==> config.mk <==
export PLATFORM = sky130hd
export DESIGN_NAME = txcc_byte_lane
export DESIGN_NICKNAME = d
export VERILOG_FILES = /design/src/hdl/txcc_byte_lane.sv
export SDC_FILE = /design/constraint.sdc
export NUM_CORES = 1
export LEC_CHECK = 0
export BUFFER_PORTS_ARGS = -buffer_cell sky130_fd_sc_hd__clkbuf_2
export CAP_MARGIN = 25
export CORE_AREA = 2 2 39 41
export DETAILED_ROUTE_END_ITERATION = 12
export DIE_AREA = 0 0 41 43
export GPL_ROUTABILITY_DRIVEN = 0
export PLACE_DENSITY = 0.6
export SYNTH_ARGS = -nofsm -noshare
export SYNTH_HDL_FRONTEND = slang
export SYNTH_SLANG_ARGS = --single-unit
==> constraint.sdc <==
create_clock -name vclk -period 5
set_input_delay 0 -clock vclk [all_inputs]
set_output_delay 0 -clock vclk [all_outputs]
set_load 0.01 [all_outputs]
==> src/hdl/txcc_byte_lane.sv <==
// byte-lane stripper: turns one data dword into a valid byte count
`timescale 1ns/1ps
module txcc_byte_lane
(
    // request
    input  wire logic [1:0]  first_lane,
    input  wire logic        is_first,
    input  wire logic [11:0] bytes_left,
    // answer
    output logic [2:0]       lane_count,
    output logic [3:0]       lane_mask
);
    logic [2:0] avail;
    logic [2:0] cnt;
    always_comb
    begin
        avail = is_first ? 3'(3'd4 - {1'b0, first_lane}) : 3'd4;
        if (bytes_left < 12'(avail))
            cnt = bytes_left[2:0];
        else
            cnt = avail;
        lane_count = cnt;
        lane_mask  = 4'(((5'h01 << cnt) - 5'h01) << (is_first ? first_lane
                                                           : 2'h0));
    end
endmodule

==> summary.md, run 1 <==
| Metric | Value |
|---|---|
| Share of post-route cells with drive strength above 1 | `0.3553` |
| Drt first-iter violations | `15` |
| Count of non-filler cells in the finished layout | `92` |
| Max-cap viol count | `0` |
| Slew Limit Headroom | `0.6683` |
| Die Span Y | `43 um` |
| Arr. time, crit path | `2840 ps` |
| Clkbuf count | `0` |
| IO Port Bufs | `22` |
| # fillers | `165` |
| Seq cells | `0` |
| Commonest cells in the netlist | `nand2_1, nor3_1, nor2_1` |
| Post-route DRC | `0` |
| Avg WL per Cell | `10.37 um` |
| I/O pin cnt | `22` |
| Final hold viol count | `0` |
| Setup violations, final | `0` |
| Switching share of power | `0.5397` |
| Synth top area share | `0.1356` |
| Syn Nets | `75` |
| Seq/Total Area, Yosys | `0` |
| Worst hold path class | `primary input to output pin` |
| Post-DP Area | `484.2 um^2` |
| Net count, final | `97` |
| Crit path max-delay cell type | `nor2_2` |
| GRT Resource Usage Total | `0.1141` |
| Mapped Avg Cell Area | `6.591 um^2` |
| Core region area | `0.001384 mm^2` |
| Pleak | `0.0002328 uW` |
| FF/Latch Area | `0 um^2` |
| Pint | `18.49 uW` |
| Hold buffers post-CTS | `0` |
| CP required | `5000 ps` |
| Vias in the first global route | `391` |
| Vias | `460` |
| Starting Density | `0.2667` |
| Die area | `0.001763 mm^2` |
| Post-Layout Inst Area | `484.2 um^2` |
| P per Cell Area | `82.94 mW/mm^2` |
| Final Max Tran Viols | `0` |
| Final wirelength | `954 um` |
| Crit path launch type | `primary input` |
| Layout area overhead | `31.19%` |
| Fmax | `351.6 MHz` |
| Crit-path cells | `clkbuf_2, inv_1, ha_1, nand2_1, ha_1, o21ai_0, a21oi_2, nor2_2, mux2i_4, ha_1, o21ai_0, and2_1, o32ai_1, nor3_1, clkbuf_2` |
| Via density | `5.000` |
| Synth Instances | `56` |
| Die X | `41 um` |
| Post_cts resized | `0` |
| Pin count of the biggest net entering global routing | `12` |
| First-pass GRT wire length | `1524 um` |
| Critical setup path kind | `primary input to output pin` |
| Worst slew pin tran | `497.0 ps` |
| Postcts setup bufs | `0` |
| Post-synth top area cell | `ha_1` |
| Synth warn | `0` |
| Initial antenna violation count | `0` |
| Slowest stage delay, CP | `410 ps` |
| Period minus WS final | `2844 ps` |
| Seq pwr share | `0` |
| Core Rows | `14` |
| Setup_tns | `0 ps` |
| Cell variety after synth | `24` |
| Grt ovf | `0` |
| Sw Pwr | `21.67 uW` |
| Count leader, synth | `nand2_1` |
| Combinational Power Share | `1.000` |
| First-pass DRT Iterations | `4` |
| Worst setup EP type | `output pin` |
| Post-DP HPWL | `820.5 um` |
| Worst VDD drop | `0.02593 mV` |
| Status | `finished, final reports clean` |
| RSZ-0062 raised after global routing | `no` |
| Synth area leaders | `ha_1, nor3_1, nand2_1` |
| Synth Cell Area | `369.1 um^2` |
| Post-route ant nets | `0` |
| Antenna Cells | `0` |
| Cell total after placement | `92` |
| Crit-path max FO | `11` |
| Clock share of power | `0` |
| Most common cell on crit path | `ha_1` |
| Fin crit share | `0.5688` |
[per-stage QoR]
stage	utilization	power (uW)	hold WS [ps]	setup slack, ps
6_report	0.3499	40.16	363.4	2156
5_1_grt	0.3499	45.27	394.9	1829
4_1_cts	0.3499	40.63	367.3	2156
3_5_place_dp	0.3499	40.54	366.7	2156
3_3_place_gp	0.3499	39.75	360.4	2200
2_1_floorplan	-	24.05	152.2	2717
[final cells by class]
type                       instances  area [um^2]  area share
multi-input combinational         51        342.8      0.7080
timing repair buffer              22        110.1      0.2274
tap                               16        20.02     0.04134
inverter                           3        11.26     0.02326
[power groups by stage]
stage	Combinational (uW)	Sequential [uW]	Clock [uW]
floorplan	24.0	0	0
global placement	39.8	0	0
detailed placement	40.5	0	0
CTS	40.6	0	0
global route	45.3	0	0
finish	40.2	0	0
[per-layer routing]
metal | global-route usage | wire, um
met1 | 0.1592 | 429
met2 | 0.1969 | 454
met3 | 0.005236 | 70
met4 | 0 | 0
met5 | 0 | 0
[worst max-delay path, delay by kind of cell]
family | cells | cell delay (ps)
buffers and inverters | 3 | 330
multiplexers | 1 | 370
adder cells (fa/ha/maj) | 3 | 890
AND/OR/NAND/NOR | 4 | 790
AO/OA/AOI/OAI | 4 | 450
[cells in the final DEF, fill, tap and decap left out]
cell       n
a211oi_1   1
a21oi_2    1
a31oi_1    2
and2_1     2
and2_4     1
and3_1     4
clkbuf_2  22
ha_1       4
inv_1      3
mux2_2     1
mux2i_1    2
mux2i_4    1
nand2_1    7
nand2b_1   1
nand3_1    2
nor2_1     5
nor2_2     1
nor3_1     6
nor3b_1    1
nor4_1     2
nor4b_1    2
o21ai_0    4
o32ai_1    1
[path summary, 6_finish.rpt]
| check | depth (start not counted) | from | to |
|---|---|---|---|
| min | 4 | bytes_left[0] | lane_count[0] |
| max | 15 | first_lane[0] | lane_mask[3] |
[kinds of logic (layout without fill, tap and decap cells)]
family	count (synthesis)	after routing	share of synthesized area
compound gates	9	9	0.1559
mux	4	4	0.1458
simple gates	34	34	0.4916
fa+ha+maj	4	4	0.1356
buf+inv	5	25	0.07117
Note: power is estimated with default switching activity, not from simulation.
==> run 2: changes to the inputs <==
--- a/config.mk
+++ b/config.mk
@@ -11,7 +11,7 @@
 export DETAILED_ROUTE_END_ITERATION = 12
 export DIE_AREA = 0 0 41 43
 export GPL_ROUTABILITY_DRIVEN = 0
-export PLACE_DENSITY = 0.6
+export PLACE_DENSITY = 0.62
 export SYNTH_ARGS = -nofsm -noshare
 export SYNTH_HDL_FRONTEND = slang
 export SYNTH_SLANG_ARGS = --single-unit
==> constraint.sdc (replaced) <==
create_clock -name vclk -period 2.3
set_input_delay 0 -clock vclk [all_inputs]
set_output_delay 0 -clock vclk [all_outputs]
set_load 0.01 [all_outputs]
==> run 2 against run 1 <==
- the flow now finishes with violations (negative setup slack)
- sequential share of layout area unchanged
- critical path depth up 2
- largest power group unchanged
- critical endpoint unchanged
- sequential cell count unchanged
==> summary.md, run 2 (same netlist as run 1, synthesis figures left out) <==
| Metric | Value |
|---|---|
| Status | `finished, violations left` |
| Failing checks | `negative setup slack` |
| Setup violations, final | `1 (+1)` |
| Initial antenna violation count | `0 (unchanged)` |
| Worst setup EP type | `output pin` |
| # fillers | `130 (-21%)` |
| Commonest non-fill, non-tap cell in the layout | `clkbuf_2` |
| Sw Pwr | `65.37 uW (+200%)` |
| Pleak | `0.0003177 uW (+36%)` |
| Share of post-route cells with drive strength above 1 | `0.6517 (+0.2964)` |
| Die Span Y | `43 um (unchanged)` |
| Post-DP HPWL | `868.4 um (+5.8%)` |
| Worst hold path class | `primary input to output pin` |
| Post-route ant nets | `0 (unchanged)` |
| Max-cap viol count | `0 (unchanged)` |
| WL met2 | `683 um (+50%)` |
| Core Rows | `14 (unchanged)` |
| Post-route DRC | `0 (unchanged)` |
| Clkbuf count | `0 (unchanged)` |
| Worst VDD drop | `0.08844 mV (+240%)` |
| I/O pin cnt | `22 (unchanged)` |
| Pint | `69.80 uW (+280%)` |
| Clock share of power | `0 (unchanged)` |
| RSZ-0062 raised after global routing | `yes` |
| Drt first-iter violations | `4 (-11)` |
| Die area | `0.001763 mm^2 (unchanged)` |
| Worst hold slack | `359.9 ps (-3.566 ps)` |
| Pin count of the biggest net entering global routing | `10 (-2)` |
| Crit path launch type | `primary input` |
| Avg WL per Cell | `11.99 um (+16%)` |
| Slew Limit Headroom | `0.7761 (+0.1078)` |
| Combinational Power Share | `1.000 (about the same)` |
| Vias in the first global route | `441 (+13%)` |
| Critical setup path kind | `primary input to output pin` |
| FF/Latch Area | `0 um^2 (unchanged)` |
| Crit path max-delay cell type | `ha_4` |
| M1 WL | `484 um (+13%)` |
| Period minus WS final | `2363 ps` |
| Crit-path max FO | `4 (-7)` |
| Footprint of the multi-input gates | `455.4 um^2 (+33%)` |
| Fin crit share | `1.027` |
| Slowest stage delay, CP | `250 ps (-160 ps)` |
| Seq cells | `0 (unchanged)` |
| Grt ovf | `0 (unchanged)` |
| Final Max Tran Viols | `0 (unchanged)` |
| IO Port Bufs | `22 (unchanged)` |
| Final worst slack | `-63.24 ps (-2219 ps)` |
| Final core occ | `0.5208 (+0.1709)` |
| Top sig layer | `met4` |
| Cell family with most CP delay | `simple AND/OR/NAND/NOR gates` |
| Fmax | `423.1 MHz` |
| Starting Density | `0.2667 (unchanged)` |
| Final hold viol count | `0 (unchanged)` |
| Via density | `5.343 (+6.9%)` |
| First-pass DRT Iterations | `4 (unchanged)` |
| Net count, final | `110 (+13%)` |
| Die X | `41 um (unchanged)` |
| Layout area overhead | `95.25%` |
| Crit-path cells | `buf_8, inv_6, ha_4, nand2b_4, inv_4, ha_4, nor4_4, nand3_2, nor2_4, nor4b_2, a31oi_1, ha_4, o21ai_2, and2_4, o32ai_2, nor3_2, buf_2` |
| Worst slew pin tran | `335.0 ps (-162.0 ps)` |
| Switching share of power | `0.4836 (-0.05606)` |
| Core region area | `0.001384 mm^2 (unchanged)` |
| Most common cell on crit path | `ha_4` |
| CP required | `2300 ps (-2700 ps)` |
| First-pass GRT wire length | `1635 um (+7.3%)` |
| Met3 wire length | `77 um (+10%)` |
| Arr. time, crit path | `2360 ps (-480 ps)` |
| Vias | `561 (+22%)` |
| GRT Resource Usage Total | `0.1221 (+0.008008)` |
| Final wirelength | `1259 um (+32%)` |
| Commonest non-fill, non-tap cells in the layout | `clkbuf_2, buf_4, nand2_1` |
| Antenna Cells | `0 (unchanged)` |
| CP Buf/Inv Count | `4 (+1)` |
| P per Cell Area | `187.6 mW/mm^2 (+130%)` |
| Seq pwr share | `0 (unchanged)` |
## run 2: power by group through the flow
stage / clock network, uW / registers [uW] / logic (uW)
finish: 0 / 0 / 135
global route: 0 / 0 / 148
CTS: 0 / 0 / 103
detailed placement: 0 / 0 / 98.5
global placement: 0 / 0 / 96.9
floorplan: 0 / 0 / 52.3
## run 2: through the flow
step | power, uW | cells | setup TNS (ps) | cell area, um^2 | setup WS (ps)
2_1_floorplan | 52.27 | 56 | 0 | 369.1 | 17.15
3_3_place_gp | 96.86 | 101 | -328.7 | 551.8 | -176.8
3_5_place_dp | 98.55 | 101 | -427.6 | 551.8 | -216.9
4_1_cts | 103.1 | 102 | -71.80 | 578.1 | -71.80
5_1_grt | 147.8 | 105 | -255.1 | 720.7 | -227.5
6_report | 135.2 | 105 | -63.24 | 720.7 | -63.24
## run 2: final timing paths
kind                     startpoint            end  slack [ps]  cells after the start
worst max-delay path  first_lane[1]   lane_mask[3]         -60                     17
worst min-delay path  bytes_left[1]  lane_count[1]         360                      4
## run 2: what timing repair did
action	CTS	global route
buffers inserted	1	3
pin swaps	1	9
hold endpoints to repair	0	0
endpoints found under the setup margin	3	3
gates resized for setup	5	28
hold buffers	0	0
## run 2: area by class of cell
type               count  share of cell area
inverters              3             0.02951
multi-input cells     51              0.6319
well taps             16             0.02778
repair buffers        35              0.3108
## run 2: metal layers
metal	vias up	GRT usage
met4	0	0
met5	-	0
met3	2	0
met1	265	0.1561
li1	274	-
met2	20	0.2281
